==> config.mk <==
export PLATFORM = sky130hd
export DESIGN_NAME = report_cmd
export DESIGN_NICKNAME = d
export VERILOG_FILES = /design/src/hw/skid_buffer.v /design/src/hw/report_cmd.v
export VERILOG_INCLUDE_DIRS = /design/src /design/src/hw
export SDC_FILE = /design/constraint.sdc
export NUM_CORES = 1
export LEC_CHECK = 0
export ABC_AREA = 1
export BUFFER_PORTS_ARGS = -buffer_cell sky130_fd_sc_hd__buf_2
export CAP_MARGIN = 20
export CORE_MARGIN = 1
export CORE_UTILIZATION = 55
export DETAILED_ROUTE_END_ITERATION = 12
export HOLD_SLACK_MARGIN = 0.15
export PLACE_DENSITY = 0.76
export SYNTH_ARGS = -nofsm -noshare
export SYNTH_HDL_FRONTEND = slang
export SYNTH_HIERARCHICAL = 1
export SYNTH_SLANG_ARGS = --single-unit
==> constraint.sdc <==
create_clock -name clock_in -period 2.22 [get_ports clock_in]
set_input_delay 0.111 -clock clock_in [delete_from_list [all_inputs] [get_ports clock_in]]
set_output_delay 0.111 -clock clock_in [all_outputs]
set_load 0.1 [all_outputs]
==> src/hw/report_consts.vh <==
`ifndef REPORT_CONSTS_VH
`define REPORT_CONSTS_VH
`define OP_REPORT_ID      8'ha3
`define SA_REPORT_ID      5'h05
`define SA_MASK           8'h1f
`define OP_REPORT_UNITS   8'ha0
`define CDB_BYTES         12
`define CDB_IDX_W         4
`define CDB_OP            4'h0
`define CDB_SA            4'h1
`define CDB_LUN_HI        4'h4
`define CDB_LUN_LO        4'h5
`define CDB_ALLOC0        4'h6
`define CDB_ALLOC1        4'h7
`define CDB_ALLOC2        4'h8
`define CDB_ALLOC3        4'h9
`define CDB_LAST          4'hb
`define HDR_BYTES         32'h0000_0004
`define UNIT_LIST_BYTES   32'h0000_0010
`define UNIT_LIST_LEN     8'h08
`define UNIT_LEN_POS      32'h0000_0003
`define STATUS_GOOD       8'h00
`define STATUS_CHECK      8'h02
`define KEY_NONE          4'h0
`define KEY_NOT_READY     4'h2
`define KEY_ILLEGAL       4'h5
`define ASC_NONE          8'h00
`define ASC_INVALID_CDB   8'h24
`define ASC_NOT_READY     8'h04
`define ASCQ_NOT_READY    8'h00
`endif

==> src/hw/skid_buffer.v <==
`timescale 1ns/1ps
// ****************************************
// Two-entry buffer
// ****************************************
module skid_buffer #(
  parameter WIDTH = 9
) (
  input  wire             clock_in,  // System clock.
  input  wire             rst_n_in,  // Asynchronous reset, active low.
  input  wire [WIDTH-1:0] s_data_in, // Incoming word.
  input  wire             s_valid_in, // Incoming word valid.
  output wire             s_ready_out, // Space for a word.
  output wire [WIDTH-1:0] m_data_out, // Outgoing word.
  output wire             m_valid_out, // Outgoing word valid.
  input  wire             m_ready_in  // Receiver takes the word.
);
  reg [WIDTH-1:0] mem [0:1];
  reg             wr_ptr;
  reg             rd_ptr;
  reg [1:0]       count;
  wire            push;
  wire            pop;

  assign s_ready_out = (count != 2'h2);
  assign m_valid_out = (count != 2'h0);
  assign m_data_out  = mem[rd_ptr];
  assign push        = s_valid_in & s_ready_out;
  assign pop         = m_valid_out & m_ready_in;

  always @(posedge clock_in or negedge rst_n_in) begin
    if (!rst_n_in) begin
      wr_ptr <= 1'b0;
      rd_ptr <= 1'b0;
      count  <= 2'h0;
      mem[0] <= {WIDTH{1'b0}};
      mem[1] <= {WIDTH{1'b0}};
    end else begin
      if (push) begin
        mem[wr_ptr] <= s_data_in;
        wr_ptr      <= ~wr_ptr;
      end
      if (pop) begin
        rd_ptr <= ~rd_ptr;
      end
      if (push && !pop) begin
        count <= count + 2'h1;
      end else if (pop && !push) begin
        count <= count - 2'h1;
      end
    end
  end
endmodule // skid_buffer

==> src/hw/report_cmd.v <==
// Function
// [RQ1] Identifier report is opcode A3h, action 05h.
// [RQ2] Nonzero unit field gives illegal request.
// [RQ3] Short allocation truncates identifier data, no error.
// [RQ4] Data: big-endian length then identifier bytes.
// [RQ5] Length field reports full untruncated length.
// [RQ6] Length starts zero; changes only on set.
// [RQ7] Identifier comes from retained store, last set.
// [RQ8] Same identifier returned on every port.
// [RQ9] Store not ready ends with not ready.
// [RQ10] Unit list is opcode A0h, allocation bytes 6-9.
// [RQ11] Unit list runs regardless of reservations.
// [RQ12] Allocation below sixteen gives illegal request.
// [RQ13] Return only whole unit entries that fit.
// [RQ14] Unit data: length 8, reserved, entry.
// [RQ15] Only unit zero exists and is reported.
// [RQ16] Successful transfer ends with good status.
`timescale 1ns/1ps
`include "report_consts.vh"
module report_cmd #(
  parameter ID_MAX   = 64,
  parameter ID_IDX_W = 6
) (
  input  wire                clock_in,      // System clock, 200 MHz.
  input  wire                rst_n_in,      // Asynchronous reset, active low.
  input  wire [7:0]          cdb_byte_in,   // Command descriptor byte.
  input  wire                cdb_valid_in,  // Descriptor byte valid.
  output reg                 cdb_ready_out, // Ready for descriptor bytes.
  input  wire                store_ready_in, // Identifier store ready, level.
  input  wire [31:0]         id_len_in,     // Stored identifier length.
  output reg  [ID_IDX_W-1:0] id_addr_out,   // Identifier byte index.
  input  wire [7:0]          id_byte_in,    // Identifier byte at index.
  output reg  [7:0]          data_out,      // Parameter data byte.
  output reg                 data_last_out, // Last data byte.
  output reg                 data_valid_out, // Data byte valid.
  input  wire                data_ready_in, // Receiver takes byte.
  output reg                 done_out,      // Command complete pulse.
  output reg  [7:0]          status_out,    // Completion status.
  output reg  [3:0]          sense_key_out, // Sense key.
  output reg  [7:0]          asc_out,       // Additional sense code.
  output reg  [7:0]          ascq_out       // Additional sense qualifier.
);
  // ****************************************
  // Descriptor capture and decode
  // ****************************************
  localparam S_CDB  = 3'h0;
  localparam S_DEC  = 3'h1;
  localparam S_SEND = 3'h2;
  localparam S_WAIT = 3'h3;
  localparam S_DONE = 3'h4;

  reg  [2:0]            state;
  reg  [7:0]            cdb [0:`CDB_BYTES-1];
  reg  [`CDB_IDX_W-1:0] cdb_idx;
  reg                   is_units;
  reg  [31:0]           xfer_len;
  reg  [31:0]           pos;
  reg  [31:0]           id_len;
  reg  [7:0]            pend_status;
  reg  [3:0]            pend_key;
  reg  [7:0]            pend_asc;
  reg  [7:0]            pend_ascq;
  wire [31:0]           next_pos;
  wire [31:0]           id_index;
  wire [31:0]           alloc_len;
  wire                  buf_ready;
  wire [8:0]            buf_word;
  wire                  buf_valid;
  reg  [7:0]            next_byte;
  wire                  is_id_cmd;
  wire                  is_units_cmd;
  wire                  lun_nonzero;
  reg                   store_s1;
  reg                   store_s2;
  reg                   store_s3;
  reg                   store_ok;

  assign alloc_len = {cdb[`CDB_ALLOC0], cdb[`CDB_ALLOC1],
                      cdb[`CDB_ALLOC2], cdb[`CDB_ALLOC3]}; // RQ10
  assign is_id_cmd = (cdb[`CDB_OP] == `OP_REPORT_ID) &&
                     ((cdb[`CDB_SA] & `SA_MASK) == {3'h0, `SA_REPORT_ID}); // RQ1
  assign is_units_cmd = (cdb[`CDB_OP] == `OP_REPORT_UNITS); // RQ10
  assign lun_nonzero  = (cdb[`CDB_LUN_HI] != 8'h00) || (cdb[`CDB_LUN_LO] != 8'h00);
  // The store address is set up one cycle ahead from the position that the
  // buffer will hold next, so a stall never shifts the identifier bytes.
  assign next_pos = buf_ready ? (pos + 32'h1) : pos;
  assign id_index = next_pos - `HDR_BYTES;

  function [31:0] min32;
    input [31:0] a;
    input [31:0] b;
    begin
      min32 = (a < b) ? a : b;
    end
  endfunction

  function [7:0] be_byte;
    input [31:0] word;
    input [1:0]  lane;
    begin
      case (lane)
        2'h0: be_byte = word[31:24];
        2'h1: be_byte = word[23:16];
        2'h2: be_byte = word[15:8];
        default: be_byte = word[7:0];
      endcase
    end
  endfunction

  // Only unit zero exists, so every byte but the list length is zero.
  function [7:0] unit_list_byte;
    input [31:0] idx;
    begin
      if (idx == `UNIT_LEN_POS) begin
        unit_list_byte = `UNIT_LIST_LEN;
      end else begin
        unit_list_byte = 8'h00;
      end
    end
  endfunction

  // ****************************************
  // Store readiness synchroniser
  // ****************************************
  // Readiness comes from another domain, so it is filtered before use.
  always @(posedge clock_in or negedge rst_n_in) begin
    if (!rst_n_in) begin
      store_s1 <= 1'b0;
      store_s2 <= 1'b0;
      store_s3 <= 1'b0;
      store_ok <= 1'b0;
    end else begin
      store_s1 <= store_ready_in;
      store_s2 <= store_s1;
      store_s3 <= store_s2;
      if (store_s2 == store_s3) begin
        store_ok <= store_s3;
      end
    end
  end

  // ****************************************
  // Parameter data byte selection
  // ****************************************
  always @* begin
    next_byte = 8'h00;
    if (is_units) begin
      next_byte = unit_list_byte(pos); // RQ14 RQ15
    end else if (pos < `HDR_BYTES) begin
      next_byte = be_byte(id_len, pos[1:0]); // RQ4
    end else begin
      next_byte = id_byte_in; // RQ8
    end
  end

  // ****************************************
  // Buffer toward the receiver
  // ****************************************
  // The sequencer runs on while the output stage holds a word, so a stall by
  // the receiver never drops a byte.
  skid_buffer #(
    .WIDTH (9)
  ) u_buf (
    .clock_in    (clock_in),
    .rst_n_in    (rst_n_in),
    .s_data_in   ({(pos + 32'h1 == xfer_len), next_byte}),
    .s_valid_in  (state == S_SEND),
    .s_ready_out (buf_ready),
    .m_data_out  (buf_word),
    .m_valid_out (buf_valid),
    .m_ready_in  (data_ready_in | ~data_valid_out)
  );

  // ****************************************
  // Command sequencer
  // ****************************************
  always @(posedge clock_in or negedge rst_n_in) begin : seq
    integer i;
    if (!rst_n_in) begin
      state          <= S_CDB;
      cdb_idx        <= {`CDB_IDX_W{1'b0}};
      for (i = 0; i < `CDB_BYTES; i = i + 1) begin
        cdb[i] <= 8'h00;
      end
      is_units       <= 1'b0;
      xfer_len       <= 32'h0;
      pos            <= 32'h0;
      id_len         <= 32'h0;
      cdb_ready_out  <= 1'b0;
      id_addr_out    <= {ID_IDX_W{1'b0}};
      done_out       <= 1'b0;
      pend_status    <= `STATUS_GOOD;
      pend_key       <= `KEY_NONE;
      pend_asc       <= `ASC_NONE;
      pend_ascq      <= `ASC_NONE;
    end else begin
      done_out      <= 1'b0;
      cdb_ready_out <= (state == S_CDB);
      case (state)
        S_CDB: begin
          if (cdb_valid_in && cdb_ready_out) begin
            cdb[cdb_idx] <= cdb_byte_in;
            if (cdb_idx == `CDB_LAST) begin
              cdb_idx       <= {`CDB_IDX_W{1'b0}};
              cdb_ready_out <= 1'b0;
              state         <= S_DEC;
            end else begin
              cdb_idx <= cdb_idx + 1'b1;
            end
          end
        end
        S_DEC: begin
          pos            <= 32'h0;
          id_len         <= id_len_in; // RQ6
          pend_status    <= `STATUS_CHECK;
          pend_key       <= `KEY_ILLEGAL;
          pend_asc       <= `ASC_INVALID_CDB;
          pend_ascq      <= `ASC_NONE;
          state          <= S_DONE;
          if (is_units_cmd) begin
            // No reservation input exists, so the list is never blocked.
            is_units <= 1'b1; // RQ11
            // A short allocation keeps the invalid field answer set above.
            if (alloc_len >= `UNIT_LIST_BYTES) begin // RQ12
              xfer_len <= `UNIT_LIST_BYTES; // RQ13
              state    <= S_SEND;
            end
          end else if (is_id_cmd) begin
            is_units <= 1'b0;
            if (lun_nonzero) begin
              state <= S_DONE; // RQ2
            end else if (!store_ok) begin
              pend_key  <= `KEY_NOT_READY; // RQ9
              pend_asc  <= `ASC_NOT_READY;
              pend_ascq <= `ASCQ_NOT_READY;
            end else begin
              // The identifier data is capped at ID_MAX bytes, while the length
              // field still carries the full stored length.
              xfer_len <= min32(alloc_len,
                                `HDR_BYTES + min32(id_len_in, ID_MAX)); // RQ3 RQ5
              state    <= (alloc_len == 32'h0) ? S_WAIT : S_SEND;
            end
          end
        end
        S_SEND: begin
          id_addr_out <= id_index[ID_IDX_W-1:0]; // RQ7
          if (buf_ready) begin
            if (pos + 32'h1 == xfer_len) begin
              state <= S_WAIT;
            end
            pos <= pos + 32'h1;
          end
        end
        S_WAIT: begin
          if (!buf_valid && !data_valid_out) begin
            pend_status <= `STATUS_GOOD; // RQ16
            pend_key    <= `KEY_NONE;
            pend_asc    <= `ASC_NONE;
            pend_ascq   <= `ASC_NONE;
            state       <= S_DONE;
          end
        end
        S_DONE: begin
          done_out <= 1'b1;
          state    <= S_CDB;
        end
        default: begin
          state <= S_CDB;
        end
      endcase
    end
  end

  // ****************************************
  // Completion status
  // ****************************************
  // The answer reaches the outputs only together with done_out, so the host
  // finds the previous command's status standing until the next completion.
  always @(posedge clock_in or negedge rst_n_in) begin
    if (!rst_n_in) begin
      status_out    <= `STATUS_GOOD;
      sense_key_out <= `KEY_NONE;
      asc_out       <= `ASC_NONE;
      ascq_out      <= `ASC_NONE;
    end else if (state == S_DONE) begin
      status_out    <= pend_status; // RQ16
      sense_key_out <= pend_key;
      asc_out       <= pend_asc;
      ascq_out      <= pend_ascq;
    end
  end

  // ****************************************
  // Output register stage
  // ****************************************
  always @(posedge clock_in or negedge rst_n_in) begin
    if (!rst_n_in) begin
      data_out       <= 8'h00;
      data_last_out  <= 1'b0;
      data_valid_out <= 1'b0;
    end else if (data_ready_in || !data_valid_out) begin
      data_valid_out <= buf_valid;
      data_out       <= buf_word[7:0];
      data_last_out  <= buf_word[8];
    end
  end
endmodule // report_cmd

## Yosys cells after proc, flatten, opt, wreduce, memory -nomap -nowiden

Cells that the tools add are included.

| operators by class | value |
|---|---|
| equality and inequality tests | 21 |
| add/subtract/negate cells | 6 |
| bitwise operators | 9 |
| reductions and logical operators | 29 |
| muxes and demuxes | 57 |
| order comparisons | 9 |

Operators with widths:

| cell | number |
|---|---|
| 2-to-1 mux 32 bit | 8 |
| bitwise mux 96 bit | 1 |
| one-hot mux 32 bit (2 select lines) | 1 |
| one-hot mux 8 bit (2 select lines) | 3 |
| 2-to-1 mux 3 bit | 14 |
| 2-to-1 mux 9 bit | 4 |
| adder 3 x 32 -> 32 bit, first input constant | 1 |
| adder 32 x 1 -> 32 bit, second input constant | 1 |
| demux 8 bit (select 4 bit) | 1 |
| == test 32 x 2 -> 1 bit, second input constant | 1 |
| == test 32 bit | 1 |
| >= comparator 32 x 5 -> 1 bit, second input constant | 1 |
| zero test 32 bit | 1 |
| less-than comparator 32 x 3 -> 1 bit, second input constant | 1 |
| less-than comparator 32 bit | 1 |
| less-than comparator 32 x 7 -> 1 bit, second input constant | 1 |
| 2-to-1 mux 8 bit | 4 |
| 2-to-1 mux 6 bit | 4 |
| one-hot mux 8 bit (3 select lines) | 1 |
| bitwise mux 18 bit | 1 |
| == test 8 bit, second input constant | 2 |
| nonzero test 8 bit | 2 |
| 2-to-1 mux 4 bit | 3 |
| one-hot mux 3 bit (4 select lines) | 1 |
| 35 further kinds | 72 |

| word-level totals | value |
|---|---|
| output and inout port bits | 46 |
| register bits after elaboration | 300 |
| word-level logic and storage cells | 172 |
| bits of input ports | 53 |

## Logic depth before layout (Yosys ltp)

Gate-level depths: netlist of the first run.

| logic depth | value |
|---|---|
| depth in word-level cells | 9 |
| gate-level depth with buffers | 24 |
| mapped depth without buffers | 24 |

## Hierarchy

Netlist of the first run, hierarchy kept.

Modules (own cells, without submodules):

| module | sequential area each (µm²) | area each (µm²) | times used | cells each |
|---|---|---|---|---|
| report_cmd | 4829.6 | 10570.1 | 1 | 1322 |
| skid_buffer | 550.5 | 1109.8 | 1 | 135 |

## Least setup slack after synthesis of the first run

Ideal clock, no wire load.

| timing path | value |
|---|---|
| kind | in2reg |
| start point | input port id_len_in[13] |
| end point | register xfer_len[19] |
| data required time | 2137 ps |
| library setup time | 83 ps |
| slack | -321 ps |
| stages | 23 |
| arrival time | 2458 ps |
| cell sequence | nor2_1 -> nand2_1 -> nor2_1 -> nand2_1 -> nor2_1 -> inv_1 -> nor2_1 -> ha_1 -> xor2_1 -> inv_1 -> ha_1 -> a21oi_1 -> nor2_1 -> a211oi_1 -> nand2_1 -> nand2_1 -> nand2_1 -> nand2_2 -> nand2_2 -> inv_2 -> buf_6 -> nand3_1 -> o21ai_0 |

| between the ends | value |
|---|---|
| longest elaborated chain between the ends | 9 |

Ends and longest elaborated chain:

| element | line | RTL |
|---|---|---|
| from (decl) | report_cmd.v:30 | `input wire [31:0] id_len_in,` |
| less-than comparator 32 x 7 -> 1 bit | report_cmd.v:93 | `min32 = (a < b) ? a : b;` |
| 2-to-1 mux 32 bit (*) | report_cmd.v:93 |  |
| adder 3 x 32 -> 32 bit (no line) (*) | -- |  |
| less-than comparator 32 bit | report_cmd.v:93 |  |
| 2-to-1 mux 32 bit (*) | report_cmd.v:93 |  |
| 2-to-1 mux 32 bit (*) | report_cmd.v:232 | `end else if (!store_ok) begin` |
| 2-to-1 mux 32 bit (*) | report_cmd.v:230 | `if (lun_nonzero) begin` |
| 2-to-1 mux 32 bit (*) | report_cmd.v:228 | `end else if (is_id_cmd) begin` |
| 2-to-1 mux 32 bit (*) | report_cmd.v:220 | `if (is_units_cmd) begin` |
| to (signal assigned) | report_cmd.v:225 | `` xfer_len <= `UNIT_LIST_BYTES; `` |
| to (signal assigned) | report_cmd.v:239 | `xfer_len <= min32(alloc_len,` |
| to (decl) | report_cmd.v:56 | `reg [31:0] xfer_len;` |

Every way passes the cells marked *; elsewhere a longest branch is shown, timed or not. The select of a mux whose other input is x is not followed.
A chain may end at the register's enable or synchronous reset.

## Worst setup path after layout of the first run

| timing path | value |
|---|---|
| start point | register pos[12] |
| end point | register state[2] |

| between the ends | value |
|---|---|
| longest elaborated chain between the ends | 4 |

Ends and longest elaborated chain:

| element | line | RTL |
|---|---|---|
| from (decl) | report_cmd.v:57 | `reg [31:0] pos;` |
| from (signal assigned) | report_cmd.v:251 | `pos <= pos + 32'h1;` |
| adder 32 x 1 -> 32 bit | report_cmd.v:248 | `if (pos + 32'h1 == xfer_len) begin` |
| == test 32 bit | report_cmd.v:248 |  |
| != test 2 x 1 -> 1 bit (no line) | -- |  |
| AND reduction 5 bit (no line) | -- |  |
| to (signal assigned) | report_cmd.v:241 | `state <= (alloc_len == 32'h0) ? S_WAIT : S_SEND;` |
| to (decl) | report_cmd.v:52 | `reg [2:0] state;` |

No other way between the ends.

==> results of run 1 <==
-- registers in the layout, summed over array words and instances (netlist names), 2 cells and up --
register       count
u_buf/count        2
cdb_idx            4
id_addr_out        6
xfer_len          32
u_buf/mem         18
sense_key_out      2
pos               32
state              3
alloc_len         32
pend_key           2
id_len            32
data_out           8
cdb               29
-- cell usage in the layout, fill, tap and decap left out, types with 37 or more instances in the layout --
| cell type | synthesis | routed |
|---|---|---|
| sky130_fd_sc_hd__nand2_1 | 462 | 440 |
| sky130_fd_sc_hd__dfrtp_1 | 215 | 212 |
| sky130_fd_sc_hd__buf_4 | 28 | 155 |
| sky130_fd_sc_hd__inv_1 | 119 | 110 |
| sky130_fd_sc_hd__o21ai_0 | 110 | 94 |
| sky130_fd_sc_hd__nor2_1 | 99 | 71 |
| sky130_fd_sc_hd__buf_2 | 9 | 65 |
| sky130_fd_sc_hd__nand3_1 | 95 | 54 |
| sky130_fd_sc_hd__dlygate4sd3_1 | 0 | 50 |
| sky130_fd_sc_hd__conb_1 | 2 | 47 |
| sky130_fd_sc_hd__nand4_1 | 40 | 40 |
| sky130_fd_sc_hd__nand3_2 | 1 | 37 |
| sky130_fd_sc_hd__ha_1 | 42 | 37 |
-- cells by family (layout without fill, tap and decap cells) --
kind of cell / Yosys count / in the layout / synth area share
buffers and inverters: 193 / 468 / 0.0752
DFF: 215 / 215 / 0.461
and+or+nand+nor: 766 / 766 / 0.286
AOI/OAI and AO/OA: 192 / 192 / 0.0907
muxes: 9 / 9 / 0.00868
xor gates and xnor gates: 37 / 37 / 0.0319
other: 2 / 47 / 0.000643
adders and majority gates: 43 / 43 / 0.0458
-- stage by stage --
| stage | hold WS, ps | instance area, um^2 |
|---|---|---|
| after floorplan | -185 | 11900 |
| after global placement | 171 | 13500 |
| after detailed placement | 168 | 13500 |
| after CTS | 156 | 14900 |
| after global routing | 185 | 15700 |
| final | 174 | 15700 |
-- layout make-up --
cell class,instances,area share
Tap cell,270,0.0215
Timing Repair Buffer,296,0.149
Clock buffer,29,0.0421
Multi-Input combinational cell,1094,0.402
Sequential cell,215,0.343
Clock inverter,12,0.00734
Inverter,128,0.0317
Timing Repair inverter,3,0.00311
-- power by group through the flow --
| stage | Clock (mW) | Sequential [mW] | Combinational [mW] |
|---|---|---|---|
| 2_1_floorplan | 0 | 7.06 | 4.54 |
| 3_3_place_gp | 0 | 6.15 | 7.27 |
| 3_5_place_dp | 0 | 6.19 | 7.51 |
| 4_1_cts | 3.98 | 6.16 | 7.79 |
| 5_1_grt | 4.14 | 6.46 | 9.58 |
| 6_report | 3.97 | 6.33 | 8.96 |
-- path summary, 6_finish.rpt --
path,cells after the start,start,endpoint
max,16,pos[12]$_DFFE_PN0P_,state[2]$_DFFE_PN0P_
min,2,rst_n_in,cdb[58]$_DFFE_PN0P_
max reg2reg,16,pos[12]$_DFFE_PN0P_,state[2]$_DFFE_PN0P_
min reg2reg,0,store_s1$_DFF_PN0_,store_s2$_DFF_PN0_
max in group asynchronous,3,rst_n_in,data_out[4]$_DFFE_PN0P_
min in group clock_in,6,id_byte_in[2],u_buf/mem[11]$_DFFE_PN0P_
-- per-layer routing --
metal | vias to the layer above | track usage | share of wire
met4 | 0 | 0.116 | 0.052
met5 | - | 0 | 0
met1 | 5599 | 0.389 | 0.38
met2 | 649 | 0.505 | 0.49
met3 | 196 | 0.0485 | 0.082
li1 | 5356 | - | -
-- critical path, cell delays in order, from the launching register on --
cell and delay [ps]:
sky130_fd_sc_hd__dfrtp_1 380, sky130_fd_sc_hd__inv_1 70, sky130_fd_sc_hd__nor3_1 290, sky130_fd_sc_hd__nand2_1 180
sky130_fd_sc_hd__nor2_2 180, sky130_fd_sc_hd__nand2_2 110, sky130_fd_sc_hd__o21ai_1 240, sky130_fd_sc_hd__nand2_1 120
sky130_fd_sc_hd__nand2_1 90, sky130_fd_sc_hd__nand2_1 60, sky130_fd_sc_hd__nor2_1 100, sky130_fd_sc_hd__nand2_1 70
sky130_fd_sc_hd__nor2_2 150, sky130_fd_sc_hd__nand3_2 120, sky130_fd_sc_hd__nand2_2 140, sky130_fd_sc_hd__nand2_1 70
sky130_fd_sc_hd__nor2_1 130
-- timing repair --
| action | CTS | global route |
|---|---|---|
| pin swaps | 25 | 68 |
| hold buffers | 50 | 2 |
| resized for setup | 30 | 151 |
| hold endpoints to repair | 337 | 2 |
| cloned | 0 | 3 |
| buffers inserted | 8 | 7 |
| endpoints found under the setup margin | 11 | 90 |
==> results.toml, run 1 <==
[cells_and_area]
fraction_of_layout_instances_using_a_drive_strength_above_1 = 0.264
final_core_util = 0.765
multiInputGateArea_um2 = 6300
layout-area-overhead-vs-synth_pct = 34.3
nFillCells = 1312
nNetsFinal = 1857
ff_latch_area_um2 = 5380
antenna-diode-count = 0
layout.cells.non_filler = 2047

[global_route]
global_route.overflow_total = 0
first_pass_grt_wire_length_um = 52400
grt.total_usage = 0.300
grt_antenna_before_repair = 0
grt_pass1_vias = 10800
grt_start_max_net_pins = 73

[sta]
rsz_0062_raised_after_global_routing = "yes"
slew-limit-headroom = 0.615
final_hold_viol_count = 0
pins_over_their_slew_limit = 0
final_min_period_over_clock_period = 1.16
pin_slew_with_the_least_headroom_to_its_limit_ps = 577
finalSetupViolations = 44
achievable-frequency_ghz = 0.388
fin_tns_setup_ps = -8110
finalClockSkew_ps = 18.3
min_period_ps = 2580
final.setup.worst_slack_ps = -356

[power_and_ir_drop]
net-switching-power_mw = 8.91
p_int_mw = 10.4
pwr-share-seq = 0.329
power.share.clock = 0.206
comb_power_share = 0.465
power.density_nw_per_um2 = 1230
netSwitchingFraction = 0.462
leakage_nw = 7.61
final_total_power_mw = 19.3
irDropWorstVdd_mv = 1.23

[placement]
post_detailed_placement_half_perimeter_wirelength_um = 21600
pre_cts_slack_ps = -547
place.gp.congestion = 0.930
post-place-cells = 1938
io_buffer_count = 76

[synth]
synthDistinctLibCells = 51
synth.top_cell.area_share = 0.461
synth-edff-count = 0
ys_ff_latch = 215
syn-cell-area_um2 = 11700
share_of_async_settable_or_async_resettable_flops_after_synthesis = 1.00
yosysSeqAreaShare = 0.461
synth.yosys.warnings = 6
syn_avg_cell_area_um2 = 8.02
synth_area_leader_cell = "sky130_fd_sc_hd__dfrtp_1"
synth.cells.most_frequent = "sky130_fd_sc_hd__nand2_1, sky130_fd_sc_hd__dfrtp_1, sky130_fd_sc_hd__inv_1"
synthFlopType = "sky130_fd_sc_hd__dfrtp_1"
gate_count_after_technology_mapping = 1457
synthTopCellsByArea = "sky130_fd_sc_hd__dfrtp_1, sky130_fd_sc_hd__nand2_1, sky130_fd_sc_hd__o21ai_0, sky130_fd_sc_hd__ha_1, sky130_fd_sc_hd__nand3_1"
yosys.cell_count.top_type = "sky130_fd_sc_hd__nand2_1"

[hold_path]
timing.hold.worst.class = "in -> async"

[clock_tree]
clock_tree_from_tritoncts = "built"
insertion_delay_ps = 530
cts_max_path_buffers = 3
htree_num_levels = 1
cts.sinks = 215
root_buffer = "sky130_fd_sc_hd__clkbuf_16"
numCtsBuffers = 24
cts.reportedPaths.clkPinSlew_ps = 60

[worst_setup_path]
arrival_ps = 3020
critical_path.endpoint_type = "flop"
crit_path_max_fanout = 5
cp-start-kind = "flop"
required_time_of_the_critical_path_ps = 2660
critPathKind = "reg -> reg"
rrSetupSlack_ps = -360

[routing]
vias_per_cell = 5.76
drtIter0Drc = 1192
routed_via_count = 11800
ant_nets = 0
remaining_drc_errors = 0
post_drt_wl_per_cell_um = 18.0
route.final.wire_length_um = 36900
drt_first_pass_iters = 6

[status]
failed_checks = "setup timing"
run_status = "finished, violations left"

[floorplanning]
floorplan.initialDensity = 0.570
rows = 52
dieArea_um2 = 21800
io_pins = 99
dieHeight_um = 148
design.core.area_um2 = 20500
dieWidth_um = 148

[job]
max_cap_viol_count = 0
(Power assumes the default switching activity.)
==> run 2, diff against run 1 <==
MAX_ROUTING_LAYER = met4   (was unset)
==> results.toml, run 2 (synthesis gave the netlist of run 1 again) <==
[status]
run_status = "finished, violations left"
failed_checks = "setup timing"

[power_and_ir_drop]
leakage_nw = 7.56
pwr-share-seq = 0.326
netSwitchingFraction = 0.460
power.density_nw_per_um2 = 1230
power.share.clock = 0.218
net-switching-power_mw = 8.89
p_int_mw = 10.5
irDropWorstVdd_mv = 1.58
comb_power_share = 0.456

[routing]
routed_via_count = 11800
remaining_drc_errors = 0
vias_per_cell = 5.78
post_drt_wl_per_cell_um = 17.9
drtIter0Drc = 1166
route.final.wire_length_um = 36600
drt_first_pass_iters = 6
ant_nets = 0

[sta]
finalSetupViolations = 41
final_hold_viol_count = 0
rsz_0062_raised_after_global_routing = "yes"
achievable-frequency_ghz = 0.392
pins_over_their_slew_limit = 0
final_min_period_over_clock_period = 1.15
pin_slew_with_the_least_headroom_to_its_limit_ps = 537
slew-limit-headroom = 0.642
min_period_ps = 2550
hold-worst-slack_ps = 132
finalClockSkew_ps = 34.3
final.setup.worst_slack_ps = -333

[placement]
place.gp.congestion = 0.954
io_buffer_count = 76
post_detailed_placement_half_perimeter_wirelength_um = 21300

[worst_setup_path]
crit_path_max_incr_delay_ps = 440
arrival_ps = 3040
required_time_of_the_critical_path_ps = 2710
cp-start-kind = "flop"
critPathKind = "reg -> reg"
critical_path.endpoint_type = "flop"
critical_path.slowest_cell = "sky130_fd_sc_hd__dfrtp_2"
critPathLaunch = "pos[0]$_DFFE_PN0P_"
crit-reg2reg-launch = "pos[0]$_DFFE_PN0P_"
crit_path_max_fanout = 4
crit_chain = "ha_4 > nand3_4 > inv_2 > buf_4 > nand3_1 > inv_2 > nand2_1 > nand2_2 > xor2_2 > buf_4 > nand3_1 > nor2_1 > nand2_1 > nor2_2 > nand3_2 > nand2_2 > nand3_1 > nand2_1"
worst_r2r_path_depth = 18

[floorplanning]
floorplan.initialDensity = 0.570
io_pins = 99
rows = 52
dieArea_um2 = 21800
dieHeight_um = 148
design.core.area_um2 = 20500
dieWidth_um = 148

[global_route]
grt.total_usage = 0.305
grt_pass1_vias = 10700
grt.met3_usage = 0.0355
global_route.usage.met2 = 0.492
global_route.overflow_total = 0
globalRoute.busiestLayer = "met2"
first_pass_grt_wire_length_um = 51800
globalRouteMet1Util = 0.404
grt_start_max_net_pins = 65
grt_antenna_before_repair = 0

[cells_and_area]
final_core_util = 0.765
layout_common_cells = "sky130_fd_sc_hd__nand2_1, sky130_fd_sc_hd__dfrtp_1, sky130_fd_sc_hd__buf_4"
fraction_of_layout_instances_using_a_drive_strength_above_1 = 0.263
layout-area-overhead-vs-synth_pct = 34.3
antenna-diode-count = 0
ff_latch_area_um2 = 5390
nFillCells = 1289
leading_cell_type_in_the_layout_fill_and_taps_excluded = "sky130_fd_sc_hd__nand2_1"
multiInputGateArea_um2 = 6300
nNetsFinal = 1852

[clock_tree]
cts.sinks = 215
cts.reportedPaths.clkPinSlew_ps = 70
clock_tree_from_tritoncts = "built"
htree_num_levels = 1
insertion_delay_ps = 550
cts_max_path_buffers = 3
root_buffer = "sky130_fd_sc_hd__clkbuf_16"
numCtsBuffers = 24

[hold_path]
timing.hold.worst.class = "in -> async"

[job]
max_cap_viol_count = 0
## run 2: changes by cell type in the layout (fill, tap and decap cells not counted), sizes merged
| cell | previous run | this run |
|---|---|---|
| clkinvlp | 2 | 4 |
| dlygate4sd3 | 50 | 52 |
| clkbuf | 30 | 29 |
| buf | 245 | 238 |
| clkinv | 14 | 13 |
| bufinv | 2 | 3 |
| inv | 125 | 127 |
## run 2: per-layer routing
metal	share of wire	up-vias	wire length, um
met5	0	-	0
met4	0.052	0	1910
met3	0.074	201	2720
met2	0.48	648	17500
met1	0.39	5635	14500
li1	-	5342	-
## run 2: final timing paths
path                                                   to  slack [ps]
worst min register to register         store_s2$_DFF_PN0_         350
min in group clock_in                  store_s1$_DFF_PN0_         220
worst min-delay path            alloc_len[25]$_DFFE_PN0P_         130
worst max register to register       state[0]$_DFFE_PN0P_        -330
max in group asynchronous             pos[13]$_DFFE_PN0P_        1350
worst max-delay path                 state[0]$_DFFE_PN0P_        -330
## run 2: timing repair
item | 4_1_cts | 5_1_grt
hold buffers | 52 | 2
gates cloned | 0 | 3
setup endpoints to repair | 16 | 82
pin swaps | 29 | 65
endpoints found under the hold margin | 340 | 2
gates resized for setup | 39 | 140
setup buffers | 9 | 8
## run 2: area by class of cell
class                   instances  share of cell area
repair buffers                291               0.146
clock inverters                16              0.0117
multi-input cells            1094               0.401
flip-flops and latches        215               0.343
inverters                     128              0.0319
repair inverters                3             0.00279
clock buffers                  28              0.0412
well taps                     270              0.0215
## run 2: worst max-delay path, delay by kind of cell (launching register included)
family / cells / cell delay, ps
buffers and inverters: 4 / 440
adder cells (fa/ha/maj): 1 / 190
flip-flops: 1 / 440
AND/OR/NAND/NOR: 12 / 1240
XOR/XNOR: 1 / 170
## run 2: power by group through the flow
stage                     logic (mW)  registers [mW]  clock network, mW
after floorplan                 4.54            7.06                  0
after global placement          7.27            6.14                  0
after detailed placement        7.50            6.19                  0
after CTS                       7.79            6.17               4.19
after global routing            9.43            6.42               4.40
final                           8.81            6.31               4.22
## run 2: stage by stage
step                setup TNS (ps)  worst slack, ps  total power [mW]  area [um^2]  cells
floorplan                    -2970             -153              11.6        11900   1502
global placement            -14440             -435              13.4        13400   1929
detailed placement          -15780             -505              13.7        13400   1929
CTS                           -633             -199              18.1        15000   2034
global route                -10510             -480              20.3        15700   2045
finish                       -6610             -333              19.3        15700   2045
==> run 3, diff against run 2 <==
SKIP_CTS_REPAIR_TIMING = 1   (was unset)
==> results.toml, run 3 (synthesis gave the netlist of run 1 again) <==
[worst_setup_path]
crit_path_max_incr_delay_ps = 430
number_of_buffers_and_inverters_on_the_critical_path = 2
crit_chain = "buf_6 > nand3_4 > nor2_4 > nand2_4 > xor2_2 > xor2_1 > nor3_1 > nand3_1 > nor2_2 > nand4_1 > nor2_1 > nand3_1 > nor2_1 > buf_4 > nand4_1 > nand2_1"
critical-path-top-delay-family = "simple AND/OR/NAND/NOR gates"
critPathKind = "reg -> reg"
critical_path.endpoint_type = "flop"
cp-start-kind = "flop"
worst_r2r_path_depth = 16
required_time_of_the_critical_path_ps = 2690
arrival_ps = 3060
crit-reg2reg-launch = "pos[0]$_DFFE_PN0P_"
rrSetupSlack_ps = -360
crit_path_max_fanout = 4
critical_path.slowest_cell = "sky130_fd_sc_hd__dfrtp_2"
r2r_end = "u_buf/mem[8]$_DFFE_PN0P_"

[cells_and_area]
layout.cells.non_filler = 2039
final_core_util = 0.760
nFillCells = 1303
leading_cell_type_in_the_layout_fill_and_taps_excluded = "sky130_fd_sc_hd__nand2_1"
multiInputGateArea_um2 = 6210
ff_latch_area_um2 = 5380
layout-area-overhead-vs-synth_pct = 33.3
fraction_of_layout_instances_using_a_drive_strength_above_1 = 0.252
antenna-diode-count = 0
layout_common_cells = "sky130_fd_sc_hd__nand2_1, sky130_fd_sc_hd__dfrtp_1, sky130_fd_sc_hd__buf_4"
nNetsFinal = 1846

[routing]
post_drt_wl_per_cell_um = 17.2
vias_per_cell = 5.68
route.final.wire_length_um = 35100
drtIter0Drc = 1169
routed_via_count = 11600
remaining_drc_errors = 0
drt_first_pass_iters = 6
ant_nets = 0

[clock_tree]
htree_num_levels = 1
cts.sinks = 215
insertion_delay_ps = 540
root_buffer = "sky130_fd_sc_hd__clkbuf_16"
cts.reportedPaths.clkPinSlew_ps = 60
numCtsBuffers = 24
cts_max_path_buffers = 3
clock_tree_from_tritoncts = "built"

[floorplanning]
floorplan.initialDensity = 0.570
dieHeight_um = 148
rows = 52
dieWidth_um = 148
io_pins = 99
design.core.area_um2 = 20500
dieArea_um2 = 21800

[power_and_ir_drop]
comb_power_share = 0.459
netSwitchingFraction = 0.456
final_total_power_mw = 19.3
power.density_nw_per_um2 = 1240
power.share.clock = 0.216
pwr-share-seq = 0.326
leakage_nw = 7.56
net-switching-power_mw = 8.80
p_int_mw = 10.5
irDropWorstVdd_mv = 1.57

[placement]
place.gp.congestion = 0.954
pre_cts_slack_ps = -505
post-place-cells = 1929
post_detailed_placement_half_perimeter_wirelength_um = 21300
io_buffer_count = 76

[sta]
final_min_period_over_clock_period = 1.16
pins_over_their_slew_limit = 0
min_period_ps = 2580
final_hold_viol_count = 0
fin_tns_setup_ps = -10090
finalSetupViolations = 42
finalClockSkew_ps = 29.6
achievable-frequency_ghz = 0.387
pin_slew_with_the_least_headroom_to_its_limit_ps = 527
final.setup.worst_slack_ps = -365
slew-limit-headroom = 0.649
rsz_0062_raised_after_global_routing = "yes"

[job]
max_cap_viol_count = 0

[global_route]
grt_pass1_vias = 9947
global_route.overflow_total = 0
grt.total_usage = 0.283
grt_start_max_net_pins = 65
first_pass_grt_wire_length_um = 48200
grt_antenna_before_repair = 0

[status]
run_status = "finished, violations left"
failed_checks = "setup timing"

[hold_path]
timing.hold.worst.class = "in -> async"
==> run 3: cell count changes in the layout (fill, tap and decap cells not counted), moves of 3 or more <==
cell	change
sky130_fd_sc_hd__nand2_2	-5
sky130_fd_sc_hd__nor2_1	+8
sky130_fd_sc_hd__nor2_2	-6
sky130_fd_sc_hd__buf_6	+6
sky130_fd_sc_hd__dlygate4sd3_1	-3
sky130_fd_sc_hd__nand2_1	+5
sky130_fd_sc_hd__buf_4	-5
sky130_fd_sc_hd__buf_2	-3
==> run 3: metal layers <==
metal  wire length, um  up-vias  GRT usage
met5                 0        -          -
met4              1300        0     0.0706
met3              2550      145     0.0306
met2             17100      564      0.448
met1             14200     5531      0.391
li1                  -     5340          -
==> run 3: worst max path at each step <==
stage | depth (start not counted) | endpoint | startpoint
after detailed placement | 23 | xfer_len[7]$_DFFE_PN0P_ | id_len_in[22]
after global placement | 23 | xfer_len[7]$_DFFE_PN0P_ | id_len_in[25]
after global routing | 16 | u_buf/mem[17]$_DFFE_PN0P_ | pos[0]$_DFFE_PN0P_
after floorplan | 23 | xfer_len[19]$_DFFE_PN0P_ | id_len_in[22]
after CTS | 17 | state[0]$_DFFE_PN0P_ | pos[0]$_DFFE_PN0P_
final | 16 | u_buf/mem[8]$_DFFE_PN0P_ | pos[0]$_DFFE_PN0P_
==> run 3: final cells by class <==
cell class,instances,area share
multi-input combinational,1094,0.399
timing repair buffer,285,0.146
tap,270,0.0217
sequential,215,0.346
timing repair inverter,3,0.00313
clock buffer,28,0.0415
inverter,128,0.0320
clock inverter,16,0.0118
==> run 3: power by group through the flow <==
stage	Sequential (mW)	Combinational, mW	Clock (mW)
after floorplan	7.06	4.54	0
after global placement	6.14	7.27	0
after detailed placement	6.19	7.50	0
after CTS	6.14	7.55	4.19
after global routing	6.40	9.48	4.36
final	6.28	8.85	4.16
==> run 3: worst reg2reg max path: stages (launching register included) <==
cell,delay [ps]
sky130_fd_sc_hd__dfrtp_2,430
sky130_fd_sc_hd__buf_6,120
sky130_fd_sc_hd__nand3_4,80
sky130_fd_sc_hd__nor2_4,170
sky130_fd_sc_hd__nand2_4,110
sky130_fd_sc_hd__xor2_2,210
sky130_fd_sc_hd__xor2_1,180
sky130_fd_sc_hd__nor3_1,220
sky130_fd_sc_hd__nand3_1,130
sky130_fd_sc_hd__nor2_2,160
sky130_fd_sc_hd__nand4_1,100
sky130_fd_sc_hd__nor2_1,110
sky130_fd_sc_hd__nand3_1,80
sky130_fd_sc_hd__nor2_1,110
sky130_fd_sc_hd__buf_4,140
sky130_fd_sc_hd__nand4_1,100
sky130_fd_sc_hd__nand2_1,80
==> run 3: stage by stage <==
step | instance area (um^2) | hold WS (ps)
floorplan | 11900 | -185
detailed placement | 13400 | 137
finish | 15600 | 136
global placement | 13400 | 138
CTS | 14200 | -411
global route | 15600 | 165
